## config.mk

```make
export PLATFORM = sky130hd
export DESIGN_NAME = task_switch_control
export DESIGN_NICKNAME = d
export VERILOG_FILES = /design/src/pkg/task_switch_pkg.sv /design/src/hdl/task_switch_control.sv
export VERILOG_INCLUDE_DIRS = /design/src /design/src/pkg
export SDC_FILE = /design/constraint.sdc
export NUM_CORES = 1
export LEC_CHECK = 0
export BUFFER_PORTS_ARGS = -buffer_cell sky130_fd_sc_hd__buf_2
export CAP_MARGIN = 20
export CORE_ASPECT_RATIO = 0.9
export CORE_MARGIN = 1.5
export CORE_UTILIZATION = 50
export DETAILED_ROUTE_END_ITERATION = 6
export PLACE_DENSITY = 0.8
export SLEW_MARGIN = 40
export SYNTH_ARGS = -nofsm -noshare
export SYNTH_HDL_FRONTEND = slang
export SYNTH_SLANG_ARGS = --single-unit
```

## constraint.sdc

```tcl
create_clock -name clock -period 2.1 [get_ports clock]
set_clock_uncertainty 0.1 [all_clocks]
set_input_delay 0.315 -clock clock [delete_from_list [all_inputs] [get_ports clock]]
set_output_delay 0.315 -clock clock [all_outputs]
set_load 0.01 [all_outputs]
```

## src/pkg/task_switch_params.svh

```systemverilog
// Constants for the task-switch control block
`ifndef TASK_SWITCH_PARAMS_SVH
`define TASK_SWITCH_PARAMS_SVH

// Register port offsets (word index)
`define REG_CONTROL 4'h0
`define REG_STATUS 4'h1
`define REG_TASK 4'h2

// Control register fields
`define CTRL_LONG_MODE 0
`define CTRL_CLEAR_SWITCHED 1

// Status register fields
`define STAT_LEVEL_LSB 0
`define STAT_NESTED 2
`define STAT_SWITCHED 3
`define STAT_PENDING 4
`define STAT_ACTIVE 5

// Smallest legal task state segment limit (67h, 104 bytes)
`define STATE_SEG_MIN_LIMIT 32'h00000067

// Busy indication position inside the descriptor
`define BUSY_BYTE_OFFSET 4'h4
`define BUSY_BIT_INDEX 4'h9

// Nested flag value written for call-like entries
`define NESTED_SET 1'b1

`endif

```

## src/pkg/task_switch_pkg.sv

```systemverilog
// Types shared by the task-switch control block
package task_switch_pkg;

   typedef enum logic [4:0] {
      CAUSE_JUMP = 5'h01,
      CAUSE_CALL = 5'h02,
      CAUSE_SOFT_INT = 5'h04,
      CAUSE_EXTERNAL = 5'h08,
      CAUSE_INT_RETURN = 5'h10
   } cause_e;

   typedef enum logic [2:0] {
      TABLE_GLOBAL = 3'h1,
      TABLE_LOCAL = 3'h2,
      TABLE_INTERRUPT = 3'h4
   } table_e;

   typedef enum logic [9:0] {
      ST_IDLE = 10'h001,
      ST_CHECK = 10'h002,
      ST_SAVE = 10'h004,
      ST_TASK_LOAD = 10'h008,
      ST_BUSY = 10'h010,
      ST_FLAG_SET = 10'h020,
      ST_LOAD = 10'h040,
      ST_MAP_LOAD = 10'h080,
      ST_DESC_LOAD = 10'h100,
      ST_DONE = 10'h200
   } state_e;

   // One switch request as decoded by the front end
   typedef struct packed {
      cause_e cause;
      logic viaGate;
      table_e gateTable;
      logic [1:0] requestedLevel;
      logic [1:0] gateLevel;
      logic [1:0] descriptorLevel;
      logic [31:0] segLimit;
      logic targetBusy;
      logic [15:0] targetSel;
      logic [15:0] linkSel;
   } switch_req_s;

   // Step command to the state-moving machinery
   typedef struct packed {
      logic save;
      logic saveNested;
      logic taskLoad;
      logic busyUpdate;
      logic oldBusyWrite;
      logic oldBusyValue;
      logic newBusyWrite;
      logic newBusyValue;
      logic flagSet;
      logic load;
      logic presentClear;
      logic linkWrite;
      logic [15:0] linkSel;
      logic mapLoad;
      logic descLoad;
      logic [15:0] targetSel;
   } step_s;

endpackage : task_switch_pkg

```

## src/hdl/task_switch_control.sv

```systemverilog
// Hardware task-switch sequencer with checks, nesting and busy handling
`timescale 1ns/1ns
`default_nettype none
`include "task_switch_params.svh"

module task_switch_control
(
   // Clock and reset
   input wire logic clock,
   input wire logic rst_n,
   // Switch request
   input wire logic reqValid,
   input wire task_switch_pkg::switch_req_s req,
   // Step handshake
   input wire logic stepDone,
   input wire logic stepFault,
   input wire logic [15:0] loadCodeSel,
   input wire logic loadNested,
   // Media instruction attempt
   input wire logic mediaAttempt,
   // Register port
   input wire logic [3:0] regAddr,
   input wire logic [31:0] regWrData,
   input wire logic regWr,
   input wire logic regRd,
   output logic [31:0] regRdData,
   // Step command and results
   output task_switch_pkg::step_s step,
   output logic protectionFault,
   output logic invalidStateFault,
   output logic deviceUnavailableFault,
   output logic resume,
   output logic switchActive,
   output logic [15:0] taskRegister,
   output logic [1:0] currentPrivilegeLevel,
   output logic nestedTaskFlag,
   output logic taskSwitchedFlag,
   output logic longMode
);
   import task_switch_pkg::*;

   // ----------------------------------------------------------------
   // Request capture and checks
   // ----------------------------------------------------------------
   state_e state;
   state_e next_state;
   switch_req_s cur;
   logic [15:0] oldSel;
   logic pendingLate;
   logic isJump;
   logic callLike;
   logic isReturn;
   logic protRefuse;
   logic limitRefuse;
   logic startReq;
   logic [1:0] codeLevel;
   step_s next_step;

   assign codeLevel = loadCodeSel[1:0];
   assign isJump = (cur.cause == CAUSE_JUMP);
   assign isReturn = (cur.cause == CAUSE_INT_RETURN);
   assign callLike = !isJump && !isReturn;
   // Plain interrupt return is not ours and is dropped here
   assign startReq = reqValid && (state == ST_IDLE) &&
                     ((req.cause != CAUSE_INT_RETURN) || nestedTaskFlag);

   always_comb
   begin
      protRefuse = 1'b0;
      if (cur.viaGate && longMode)
      begin
         protRefuse = 1'b1;
      end
      else if (cur.cause == CAUSE_JUMP || cur.cause == CAUSE_CALL)
      begin
         if (cur.viaGate)
         begin
            // Gate level decides, descriptor level not looked at
            if (cur.gateTable == TABLE_INTERRUPT)
               protRefuse = 1'b1;
            else if (currentPrivilegeLevel > cur.gateLevel || cur.requestedLevel > cur.gateLevel)
               protRefuse = 1'b1;
         end
         else if (cur.gateTable != TABLE_GLOBAL)
         begin
            protRefuse = 1'b1;
         end
         else if (currentPrivilegeLevel > cur.descriptorLevel ||
                  cur.requestedLevel > cur.descriptorLevel)
         begin
            protRefuse = 1'b1;
         end
      end
      // Interrupts and return fall through with no level check
      if (!isReturn && cur.targetBusy)
         protRefuse = 1'b1;
      limitRefuse = !protRefuse && (cur.segLimit < `STATE_SEG_MIN_LIMIT);
   end

   // ----------------------------------------------------------------
   // Sequencer
   // ----------------------------------------------------------------
   always_comb
   begin
      next_state = state;
      case (state)
         ST_IDLE: if (startReq) next_state = ST_CHECK;
         ST_CHECK: next_state = (protRefuse || limitRefuse) ? ST_IDLE : ST_SAVE;
         // Save fault still belongs to the old task, so it aborts
         ST_SAVE: if (stepFault) next_state = ST_IDLE;
                  else if (stepDone) next_state = ST_TASK_LOAD;
         // From here a fault belongs to the new task, so the sequence runs on
         ST_TASK_LOAD: if (stepDone || stepFault) next_state = ST_BUSY;
         ST_BUSY: if (stepDone || stepFault) next_state = ST_FLAG_SET;
         ST_FLAG_SET: if (stepDone || stepFault) next_state = ST_LOAD;
         ST_LOAD: if (stepDone || stepFault) next_state = ST_MAP_LOAD;
         ST_MAP_LOAD: if (stepDone || stepFault) next_state = ST_DESC_LOAD;
         ST_DESC_LOAD: if (stepDone || stepFault) next_state = ST_DONE;
         ST_DONE: next_state = ST_IDLE;
         default: next_state = ST_IDLE;
      endcase
   end

   always_ff @(posedge clock)
   begin
      if (!rst_n)
         state <= ST_IDLE;
      else
         state <= next_state;
   end

   always_ff @(posedge clock)
   begin
      if (!rst_n)
      begin
         cur <= '0;
         oldSel <= '0;
      end
      else if (startReq)
      begin
         cur <= req;
         if (req.cause == CAUSE_INT_RETURN)
            cur.targetSel <= req.linkSel;
         oldSel <= taskRegister;
      end
   end

   // ----------------------------------------------------------------
   // Step commands, registered from the next state
   // ----------------------------------------------------------------
   always_comb
   begin
      next_step = '0;
      next_step.targetSel = cur.targetSel;
      next_step.linkSel = oldSel;
      next_step.save = (next_state == ST_SAVE);
      next_step.saveNested = !isReturn && nestedTaskFlag;
      next_step.taskLoad = (next_state == ST_TASK_LOAD);
      next_step.busyUpdate = (next_state == ST_BUSY);
      // Busy lives at bit 9 of byte +4; the mover owns the address
      next_step.oldBusyWrite = next_step.busyUpdate && !callLike;
      next_step.oldBusyValue = 1'b0;
      next_step.newBusyWrite = next_step.busyUpdate && !isReturn;
      next_step.newBusyValue = 1'b1;
      next_step.linkWrite = next_step.busyUpdate && callLike;
      next_step.flagSet = (next_state == ST_FLAG_SET);
      next_step.load = (next_state == ST_LOAD);
      next_step.presentClear = (next_state == ST_LOAD) ||
                               (next_state == ST_MAP_LOAD);
      next_step.mapLoad = (next_state == ST_MAP_LOAD);
      next_step.descLoad = (next_state == ST_DESC_LOAD);
   end

   always_ff @(posedge clock)
   begin
      if (!rst_n)
         step <= '0;
      else
         step <= next_step;
   end

   always_ff @(posedge clock)
   begin
      if (!rst_n)
         switchActive <= 1'b0;
      else
         switchActive <= (next_state != ST_IDLE);
   end

   // ----------------------------------------------------------------
   // Faults
   // ----------------------------------------------------------------
   always_ff @(posedge clock)
   begin
      if (!rst_n)
         protectionFault <= 1'b0;
      else
         protectionFault <= (state == ST_CHECK) && protRefuse;
   end

   // Late faults are held and delivered only once the new task is loaded
   always_ff @(posedge clock)
   begin
      if (!rst_n)
         pendingLate <= 1'b0;
      else if (stepFault && !(state inside {ST_IDLE, ST_CHECK, ST_SAVE, ST_DONE}))
         pendingLate <= 1'b1;
      else if (state == ST_DONE)
         pendingLate <= 1'b0;
   end

   always_ff @(posedge clock)
   begin
      if (!rst_n)
         invalidStateFault <= 1'b0;
      else
         invalidStateFault <= ((state == ST_CHECK) && limitRefuse) ||
                              ((state == ST_SAVE) && stepFault) ||
                              ((state == ST_DONE) && pendingLate);
   end

   always_ff @(posedge clock)
   begin
      if (!rst_n)
         deviceUnavailableFault <= 1'b0;
      else
         deviceUnavailableFault <= mediaAttempt && taskSwitchedFlag;
   end

   // ----------------------------------------------------------------
   // Architectural state
   // ----------------------------------------------------------------
   always_ff @(posedge clock)
   begin
      if (!rst_n)
         taskRegister <= '0;
      else if (state == ST_TASK_LOAD && (stepDone || stepFault))
         taskRegister <= cur.targetSel;
   end

   // Switch setting wins over a software clear in the same cycle
   always_ff @(posedge clock)
   begin
      if (!rst_n)
         taskSwitchedFlag <= 1'b0;
      else if (state == ST_FLAG_SET && (stepDone || stepFault))
         taskSwitchedFlag <= 1'b1;
      else if (regWr && regAddr == `REG_CONTROL && regWrData[`CTRL_CLEAR_SWITCHED])
         taskSwitchedFlag <= 1'b0;
   end

   always_ff @(posedge clock)
   begin
      if (!rst_n)
         nestedTaskFlag <= 1'b0;
      else if (state == ST_SAVE && stepDone && isReturn)
         nestedTaskFlag <= 1'b0;
      else if (state == ST_LOAD && (stepDone || stepFault))
         nestedTaskFlag <= callLike ? `NESTED_SET : loadNested;
   end

   always_ff @(posedge clock)
   begin
      if (!rst_n)
         currentPrivilegeLevel <= '0;
      else if (state == ST_DONE)
         currentPrivilegeLevel <= codeLevel;
   end

   always_ff @(posedge clock)
   begin
      if (!rst_n)
         resume <= 1'b0;
      else
         resume <= (state == ST_DONE);
   end

   // ----------------------------------------------------------------
   // Register port
   // ----------------------------------------------------------------
   always_ff @(posedge clock)
   begin
      if (!rst_n)
         longMode <= 1'b0;
      else if (regWr && regAddr == `REG_CONTROL)
         longMode <= regWrData[`CTRL_LONG_MODE];
   end

   always_ff @(posedge clock)
   begin
      if (!rst_n)
         regRdData <= '0;
      else if (regRd)
      begin
         regRdData <= '0;
         case (regAddr)
            `REG_CONTROL: regRdData[`CTRL_LONG_MODE] <= longMode;
            `REG_STATUS:
            begin
               regRdData[`STAT_LEVEL_LSB +: 2] <= currentPrivilegeLevel;
               regRdData[`STAT_NESTED] <= nestedTaskFlag;
               regRdData[`STAT_SWITCHED] <= taskSwitchedFlag;
               regRdData[`STAT_PENDING] <= pendingLate;
               regRdData[`STAT_ACTIVE] <= switchActive;
            end
            `REG_TASK: regRdData[15:0] <= taskRegister;
            default: regRdData <= '0;
         endcase
      end
      else
         regRdData <= '0;
   end

   // ----------------------------------------------------------------
   // Assertions
   // ----------------------------------------------------------------
   a_gate_long_fault: assert property (@(posedge clock) disable iff (!rst_n)
      (state == ST_CHECK && cur.viaGate && longMode) |=> protectionFault && state == ST_IDLE)
      else $error("gate in long mode did not fault");

   a_short_limit: assert property (@(posedge clock) disable iff (!rst_n)
      (state == ST_CHECK && !protRefuse && cur.segLimit < `STATE_SEG_MIN_LIMIT)
      |=> invalidStateFault && !step.save)
      else $error("short segment limit not refused");

   a_abort_clean: assert property (@(posedge clock) disable iff (!rst_n)
      protectionFault |-> taskRegister == $past(taskRegister, 2) && !taskSwitchedFlag == !$past(taskSwitchedFlag, 2))
      else $error("aborted switch changed state");

   a_save_then_task: assert property (@(posedge clock) disable iff (!rst_n)
      (state == ST_SAVE && stepDone && !stepFault) |=> step.taskLoad && !step.save ##0 !step.busyUpdate)
      else $error("step order broken after save");

   a_flag_set: assert property (@(posedge clock) disable iff (!rst_n)
      (state == ST_FLAG_SET && stepDone) |=> taskSwitchedFlag && step.load && step.presentClear)
      else $error("task-switched flag not set");

   a_media_fault: assert property (@(posedge clock) disable iff (!rst_n)
      (mediaAttempt && taskSwitchedFlag) |=> deviceUnavailableFault)
      else $error("media attempt not faulted");

   a_resume_level: assert property (@(posedge clock) disable iff (!rst_n)
      resume |-> currentPrivilegeLevel == $past(codeLevel) && $past(state) == ST_DONE)
      else $error("resume level wrong");

   a_plain_return: assert property (@(posedge clock) disable iff (!rst_n)
      (state == ST_IDLE && reqValid && req.cause == CAUSE_INT_RETURN && !nestedTaskFlag)
      |=> (state == ST_IDLE) [*2])
      else $error("plain return started a switch");

   a_jump_busy: assert property (@(posedge clock) disable iff (!rst_n)
      (step.busyUpdate && isJump) |-> step.oldBusyWrite && !step.oldBusyValue && step.newBusyWrite && !step.linkWrite)
      else $error("jump busy update wrong");

   a_call_link: assert property (@(posedge clock) disable iff (!rst_n)
      (step.busyUpdate && callLike) |-> step.linkWrite && step.linkSel == oldSel && !step.oldBusyWrite)
      else $error("call link update wrong");

   a_late_fault: assert property (@(posedge clock) disable iff (!rst_n)
      (state == ST_DESC_LOAD && stepFault) |=> state == ST_DONE ##1 invalidStateFault && resume)
      else $error("late fault not delivered at resume");

endmodule : task_switch_control

`default_nettype wire

```

==> results.md, run 1 <==
Status:
- The flow ran to the end, but the final reports show violations.
- The final reports fail on setup timing.

Die:
- The starting density of the core is 0.5131.
- The placeable core area is ~13,000 um2.
- In this run the count of I/O pins placed on the die edge is approximately 250.
- The number of rows created at floorplan is 40.
- The die covers between 10,000 and 15,000 um2.
- The y dimension of the die is between 100 and 150 um.
- The die is approximately 130 um wide.

Synth:
- The post-synthesis cell type with the largest combined area is dfxtp_1.
- In this run, synthesis inferred 0 flip-flops with an integrated enable.
- The most used flip-flop cell after synthesis is dfxtp_1.
- The number of standard cells after synthesis is roughly 750.
- Sorting the synthesized cells by area gives the leading types as dfxtp_1 52%, nand2_1 8.5%, a21oi_1 5.9%, and2_1 3.8%, mux2i_1 3.1%.
- The sequential-to-total area share from yosys stat is 0.5197.
- The post-synthesis instance area is 6857 um2.
- During synthesis, Yosys emitted a total of 0 warnings.
- The number of distinct standard cells referenced by the synthesized netlist is between 50 and 60.
- The flip-flop and latch count after synthesis is around 180.
- Counting flops with an async set or reset pin after synthesis yields a share of 0.
- A synthesized cell averages between 9 and 10 um2.
- Of the post-synthesis cell area, the dominant cell type holds 0.5197.

Critical path:
- The largest individual stage delay along the critical path comes from the cell or3_4.
- Data arrives at the worst endpoint at approximately 2.4 ns.
- Along the worst path, the maximum fanout reaches 7.
- Walking the worst path, the cells encountered are buf_6 -> or3_4 -> nor4_4 -> and3_4 -> buf_12 -> clkbuf_16 -> nand2_1 -> a21oi_2.
- The required time of the critical path is ~2.4 ns.
- The worst setup path is launched from a register.
- The worst setup path is captured at a register.
- In this design, the stage delay of the slowest critical-path cell is between 0.4 and 0.5 ns.
- For the worst flop-to-flop path, the logic depth is 8.
- The critical setup path kind is reg -> reg.

Drt:
- The total DRC errors in the routed layout is 0.
- In the final routed layout, each cell accounts on average for ~16 um.
- The number of DRC violations after detailed-routing iteration 0 is about 350.
- Dividing the detail-routed via count by the number of cells gives approximately 5.3.
- For this run, the detailed router's first-pass iteration total came to 7.
- The routed design has around 19 mm of wire.
- The count of nets left with antenna violations once routing finished came out at 0.
- For this block, the via count after detailed routing is around 6,000.

Clocking:
- The clock tree buffer depth is 2.
- Buffers inserted during clock tree synthesis total 17.
- Clock tree synthesis selected as its root buffer the cell clkbuf_16.
- The H-tree depth is 4.
- TritonCTS built the clock tree.
- Hold repair after CTS inserted 0 buffers.
- The sink count of the clock tree is approximately 180.
- Clock-pin slew was measured on the worst setup and hold paths at around 0.070 ns.
- The clock latency on the worst-skew pair is between 0.4 and 0.5 ns.

Place:
- The post-placement cell count is 1,091.
- During placement, the flow inserted port buffers numbering between 150 and 200.
- After detailed placement, the total cell area comes to around 7900 um2.
- The HPWL reported at the end of detailed placement is about 12 mm.
- Routability-driven placement finished with a final weighted congestion of between 0.9 and 1.

Cells and area:
- Leaving out fill and tap cells, the most frequent cell in the layout is buf_2.
- The post-layout instance count excluding filler cells is approximately 1,100.
- The layout has around 1,100 filler cells.
- The total number of nets in the final design is between 1,000 and 1,500.
- With fillers left out, the area of the finished cells amounts to about 9000 um2.
- The multi-input combinational cells in the finished layout cover a total of between 3000 and 4000 um2.
- Measured on the finished design, the core utilization comes to 0.6763.
- The share of cells above drive strength 1 is 0.3622.
- Leaving out fill and tap cells, the most frequent cells in the layout are 183 x buf_2, 175 x dfxtp_1, 136 x nand2_1.
- The signed area change from the synthesized netlist to the final layout is 31.81%.
- The register area is about 3600 um2.

STA:
- Headroom to the max-slew limit came out at 0.5838.
- At the pin with the least slew margin, the transition time is ~0.62 ns.
- In the final timing run, aggregate negative setup slack is -0.6321 ns.
- Setup repair after global routing could not meet its margin everywhere.
- Dividing the final minimum period by the clock period gives 1.036.
- The final hold violation count is 0.
- After layout, the minimum clock period comes to roughly 2.2 ns.
- Derived from the worst setup path, the maximum achievable clock frequency is approximately 0.46 GHz.
- Setup violations remaining at the end of the flow were counted as 31.
- The final-report max-slew violation count was 0.
- After layout, the worst setup slack is -0.07563 ns.

Min path:
- Counting instances, the worst hold path has a depth of 3.
- The path class of the lowest-slack min-delay path is in -> reg.

Pwr:
- The design draws approximately 0.0077 W.
- The total power density per cell area is 855.6 nW/um2.
- IR analysis of the VDD net gives a maximum drop of 0.0005952 V.
- The leakage component of the power is 4.157 nW.

GRT:
- For met3 alone, demand over resource in global routing was 0.07897.
- The global-route wire length before repair is between 20 and 30 mm.
- The initial antenna violation count is 1.
- The via count of the first global-routing pass is approximately 5,400.
- For this run, the total global-route usage over all layers was measured as 0.2412.
- Entering global routing, the biggest net connects 58 pins.
- The busiest metal layer after global routing is met2.
- In the global route stage, met2 resource usage came out at 0.3559.
- After global routing the overflow that remains totals 0.
- The met1 demand-to-capacity share in global routing is 0.3253.

Run:
- The number of violations of the max-capacitance limit is 0.
[synth_stat cells, types with 5 or more instances]
cell / n
a22o_1: 5
nand2_2: 20
nor2_1: 42
and3_1: 7
a21oi_1: 81
nor4_1: 6
mux2i_1: 21
inv_1: 6
o21ai_0: 12
nand3_1: 5
ha_1: 8
and2_1: 42
nor3_1: 9
a21oi_2: 16
buf_2: 15
a211oi_1: 17
clkbuf_1: 19
o211ai_1: 5
nor2b_1: 8
buf_8: 5
buf_4: 17
nand2_1: 155
dfxtp_1: 178
[cell type report]
cell class | count | area share
flip-flops and latches | 178 | 0.3947
clock inverters | 15 | 0.01481
inverters | 7 | 0.003184
well taps | 168 | 0.02326
multi-input cells | 523 | 0.3504
diodes | 1 | 0.0002769
clock buffers | 17 | 0.04707
repair buffers | 229 | 0.1663
[registers in the layout, indices dropped and copies added, names as in the netlist, 2 cells and up]
signal / flops
state: 10
oldSel: 16
step: 45
cur: 64
regRdData: 16
currentPrivilegeLevel: 2
taskRegister: 16
[cell families (layout without fill, tap and decap cells)]
| group | after synthesis | after routing | share of synthesized area |
|---|---|---|---|
| other cells | 1 | 18 | 0.0005469 |
| buf+inv | 69 | 268 | 0.06387 |
| flops | 178 | 178 | 0.5197 |
| simple gates | 316 | 317 | 0.2219 |
| mux | 21 | 21 | 0.03066 |
| fa+ha+maj | 8 | 8 | 0.01460 |
| compound gates | 156 | 156 | 0.1436 |
| xor+xnor | 4 | 4 | 0.005110 |
[worst paths after layout]
kind | startpoint | to | slack [ns]
worst max-delay path | state[7] | cur[58] | -0.08
worst min-delay path | req[49] | cur[49] | 0.02
worst max register to register | state[7] | cur[58] | -0.08
worst min register to register | oldSel[11] | oldSel[11] | 0.35
[layer usage]
layer  vias up  share of wire
met5         -              0
met4         0          0.024
met3        41          0.072
met2       257           0.44
met1      2784           0.46
li1       2927              -
[report_power, final]
part	internal (W)	total (W)	switching (W)
registers	0.00353	0.00365	0.000127
clock network	0.00164	0.00299	0.00135
logic	0.000488	0.00109	0.000602
total	0.00566	0.00773	0.00208
[worst max-delay path: cells and delay by family, from the launching register on]
family,cells,cell delay (ns)
simple gates,4,1.11
flops,1,0.32
compound gates,1,0.14
buf+inv,3,0.43
[per-stage QoR]
| step | hold WS, ns | worst slack [ns] |
|---|---|---|
| 6_report | 0.02228 | -0.07563 |
| 4_1_cts | 0.01112 | -0.05639 |
| 3_3_place_gp | 0.3330 | -0.1882 |
| 3_5_place_dp | 0.3409 | -0.06349 |
| 5_1_grt | 0.01496 | -0.1228 |
| 2_1_floorplan | 0.2427 | 0.1336 |
[repair_timing]
| item | CTS | global route |
|---|---|---|
| pin swaps | 3 | 75 |
| cloned | 1 | 8 |
| resized for setup | 2 | 72 |
| buffers inserted | 1 | 5 |
| endpoints found under the setup margin | 30 | 82 |
Note: power is estimated with default switching activity, not from simulation.
==> run 2: changes to the inputs <==
--- a/config.mk
+++ b/config.mk
@@ -13,6 +13,7 @@
 export CORE_UTILIZATION = 50
 export DETAILED_ROUTE_END_ITERATION = 6
 export PLACE_DENSITY = 0.8
+export REMOVE_ABC_BUFFERS = 1
 export SLEW_MARGIN = 40
 export SYNTH_ARGS = -nofsm -noshare
 export SYNTH_HDL_FRONTEND = slang
==> results.md, run 2 (same netlist as run 1, synthesis figures left out) <==
Critical path:
- The startpoint of the lowest-slack register-to-register path is state[6] (was state[7]).
- The required time of the critical path is 2.36 ns (about the same).
- The critical setup path kind is reg -> reg (unchanged).
- The end of the worst register-to-register path was cur[77] (was cur[58]).
- The family with the most delay on the worst path is simple AND/OR/NAND/NOR gates (unchanged).
- The maximum fanout count along the critical path came to 30 (was 7).
- The library cell contributing the largest single delay on the critical path is or3_4 (unchanged).
- The number of cells on the worst reg-to-reg path is 6 (was 8).
- The stage delay of the slowest cell on the critical path was 0.42 ns (about the same).
- Series of cell instances along the critical path: or3_4 -> nor4_4 -> and3_4 -> buf_12 -> nand2_1 -> a21oi_1 (was buf_6 -> or3_4 -> nor4_4 -> and3_4 -> buf_12 -> clkbuf_16 -> nand2_1 -> a21oi_2).
- The data arrival time of the critical path is 2.25 ns (was 2.43 ns).
- The combined buffer and inverter count along the critical path is 1 (was 3).
- The flop-to-flop setup slack is 0.11 ns (was -0.08 ns).
- The critical path launch point type is a register (unchanged).
- The capturing element type of the critical path is a register (unchanged).

GRT:
- The met2 global-route usage was 0.3883 (was 0.3559).
- The met3 routing resource usage after global routing is 0.04299 (was 0.07897).
- The met1 demand-to-capacity share in global routing was 0.2813 (was 0.3253).
- The via count of the first global-routing pass came to 5,377 (was 5,354).
- The global-route wire length before repair was 25.85 mm (was 26.56 mm).
- The initial antenna violation count is 0 (was 1).
- The busiest metal layer after global routing is met2 (unchanged).
- The overflow left after global routing was 0 (unchanged).
- The maximum number of pins on one net before global-route repair is 53 (was 58).
- The total track usage was 0.2288 (was 0.2412).

Cells and area:
- The total number of nets in the final design is 1,087 (was 1,105).
- The area of all placed cells without fillers is 8571 um2 (was 9037 um2).
- Registers with the most flip-flops: cur x64, step x45 (unchanged).
- The number of antenna cells inserted is 0 (was 1).
- The most common cell after layout, fill and taps aside was buf_2 (unchanged).
- The share of cells above drive strength 1 is 0.3091 (was 0.3622).
- The register with the most flip-flops is cur (unchanged).
- The number of flip-flops in the largest register is 64 (unchanged).
- Leading cell types in the layout, fill and taps excluded: 183 x buf_2, 177 x dfxtp_1, 155 x nand2_1 (was 183 x buf_2, 175 x dfxtp_1, 136 x nand2_1).
- The signed area change from the synthesized netlist to the final layout is 25.00% (was 31.81%).
- The post-layout instance count excluding filler cells is 1,119 (was 1,138).

Clocking:
- The clock latency on the worst-skew pair is 0.43 ns (about the same).
- The sink count of the clock tree is 178 (unchanged).
- The number of hold buffers added after CTS is 0 (unchanged).
- The H-tree depth came to 4 (unchanged).
- The number of setup buffers added after CTS is 0 (was 1).
- The register clock-pin slew on the reported worst setup and hold paths was 0.07 ns (about the same).
- The TritonCTS clock tree was yes (unchanged).
- The clock tree buffer depth was 2 (unchanged).
- The clock root buffer is clkbuf_16 (unchanged).
- The total clock buffers created by CTS is 17 (unchanged).
- The count of cells resized by post-cts repair is 0 (was 2).

Die:
- The y dimension of the die was 114.1 um (unchanged).
- The starting density of the core is 0.5131 (unchanged).
- The number of primary I/O pins came to 245 (unchanged).
- The die span in x is 126.4 um (unchanged).
- The die area came to 14,430 um2 (unchanged).
- The number of rows created at floorplan was 40 (unchanged).
- The placeable core area is 13,360 um2 (unchanged).

Pwr:
- The maximum ir drop on the vdd rail is 0.0005715 V (was 0.0005952 V).
- The switching fraction of total power is 0.2593 (was 0.2685).
- The relative contribution of the clock network to total power was 0.413 (was 0.386).
- The leakage component of the power came to 3.850 nW (was 4.157 nW).
- The net load switching power is 0.001964 W (was 0.002076 W).
- The total power density per cell area is 883.8 nW/um2 (was 855.6 nW/um2).
- The share of total power in combinational logic was 0.109 (was 0.141).
- The internal power is 0.005611 W (was 0.005657 W).
- The share of total power in sequential cells is 0.478 (was 0.472).

STA:
- The post-route worst hold slack came to 0.01807 ns (was 0.02228 ns).
- The total negative slack is 0 ns (was -0.6321 ns).
- The headroom to the max-slew limit is 0.5719 (was 0.5838).
- The final worst-path cycle share was 0.9499 (was 1.036).
- The final hold violation count came to 0 (unchanged).
- The worst setup slack after layout is 0.1053 ns (was -0.07563 ns).
- The final-report max-slew violation count is 0 (unchanged).
- The maximum clock frequency is 0.5013 GHz (was 0.4596 GHz).
- The slew of the pin with the lowest slew margin came to 0.6372 ns (was 0.6206 ns).
- The shortest clock period the worst path allows after layout is 1.995 ns (was 2.176 ns).
- The number of endpoints failing setup at the final stage is 0 (was 31).

Min path:
- The cell count of the worst hold path came to 3 (unchanged).
- The path class of the lowest-slack min-delay path is in -> reg (unchanged).
- The hold-critical path endpoint is cur[70] (was cur[49]).
- The startpoint of the most critical hold path is req[70] (was req[49]).

Drt:
- The average via count per standard cell is 5.148 (was 5.280).
- The number of DRC violations after detailed-routing iteration 0 is 412 (was 353).
- The total DRC errors in the routed layout is 0 (unchanged).
- The average routed wire per standard cell came to 14.67 um (was 16.38 um).
- The number of routed nets with antenna violations is 0 (unchanged).
- The total via count in the routed design is 5,761 (was 6,009).
- The wire length reported by the detailed router came to 16.41 mm (was 18.64 mm).
- The length of the first detailed-routing pass in iterations was 5 (was 7).

Place:
- The HPWL reported at the end of detailed placement is 11.46 mm (was 12.29 mm).
- The post-detailed-placement cell area came to 7960 um2 (was 7945 um2).
- The last weighted congestion value of the routability-driven placer came to 0.9155 (was 0.9317).
- The post-placement cell count was 1,087 (was 1,091).
- The count of buffers from port buffering is 183 (unchanged).
- The worst slack at placement is -0.09382 ns (was -0.06349 ns).

Status:
- Outcome: finished, final reports clean (was finished with violations).

Run:
- The number of violations of the max-capacitance limit is 0 (unchanged).
[run 2: worst max-delay path by stage]
stage | start | endpoint | slack, ns | depth (start not counted)
finish | state[6] | cur[77] | 0.11 | 6
detailed placement | req[75] | cur[78] | -0.09 | 7
global placement | req[75] | cur[74] | -0.08 | 7
global route | state[6] | cur[54] | -0.0008 | 6
CTS | state[6] | cur[77] | 0.03 | 6
floorplan | state[6] | cur[78] | -1.01 | 5
[run 2: through the flow]
| step | util | power [W] |
|---|---|---|
| after global placement | 0.5957 | 0.004490 |
| after global routing | 0.6414 | 0.007887 |
| final | 0.6414 | 0.007575 |
| after CTS | 0.6403 | 0.007624 |
| after floorplan | - | 0.004145 |
| after detailed placement | 0.5957 | 0.004513 |
[run 2: power groups by stage]
stage	combinational, W	clock (W)	sequential (W)
after floorplan	0.000461	0	0.00368
after global placement	0.000801	0	0.00369
after detailed placement	0.000819	0	0.00369
after CTS	0.000831	0.00317	0.00362
after global routing	0.000924	0.00333	0.00364
final	0.000826	0.00313	0.00362
[run 2: per-layer routing]
| layer | vias to the layer above | share of wire | wire length [um] |
|---|---|---|---|
| li1 | 2892 | - | - |
| met1 | 2616 | 0.45 | 7340 |
| met2 | 221 | 0.47 | 7772 |
| met3 | 32 | 0.058 | 952 |
| met4 | 0 | 0.021 | 347 |
| met5 | - | 0 | 0 |
[run 2: final cells by class]
class                      instances  area [um2]
fill                            1096        4792
sequential                       178        3565
multi-input combinational        522        2938
timing repair buffer             212        1234
clock buffer                      19       452.9
tap                              168       210.2
clock inverter                    13       142.6
inverter                           7       28.78
[run 2: worst min-delay path: cells and delay by family]
| family | cells | cell delay (ns) |
|---|---|---|
| simple gates | 1 | 0.05 |
| compound gates | 1 | 0.04 |
| buf+inv | 1 | 0.10 |
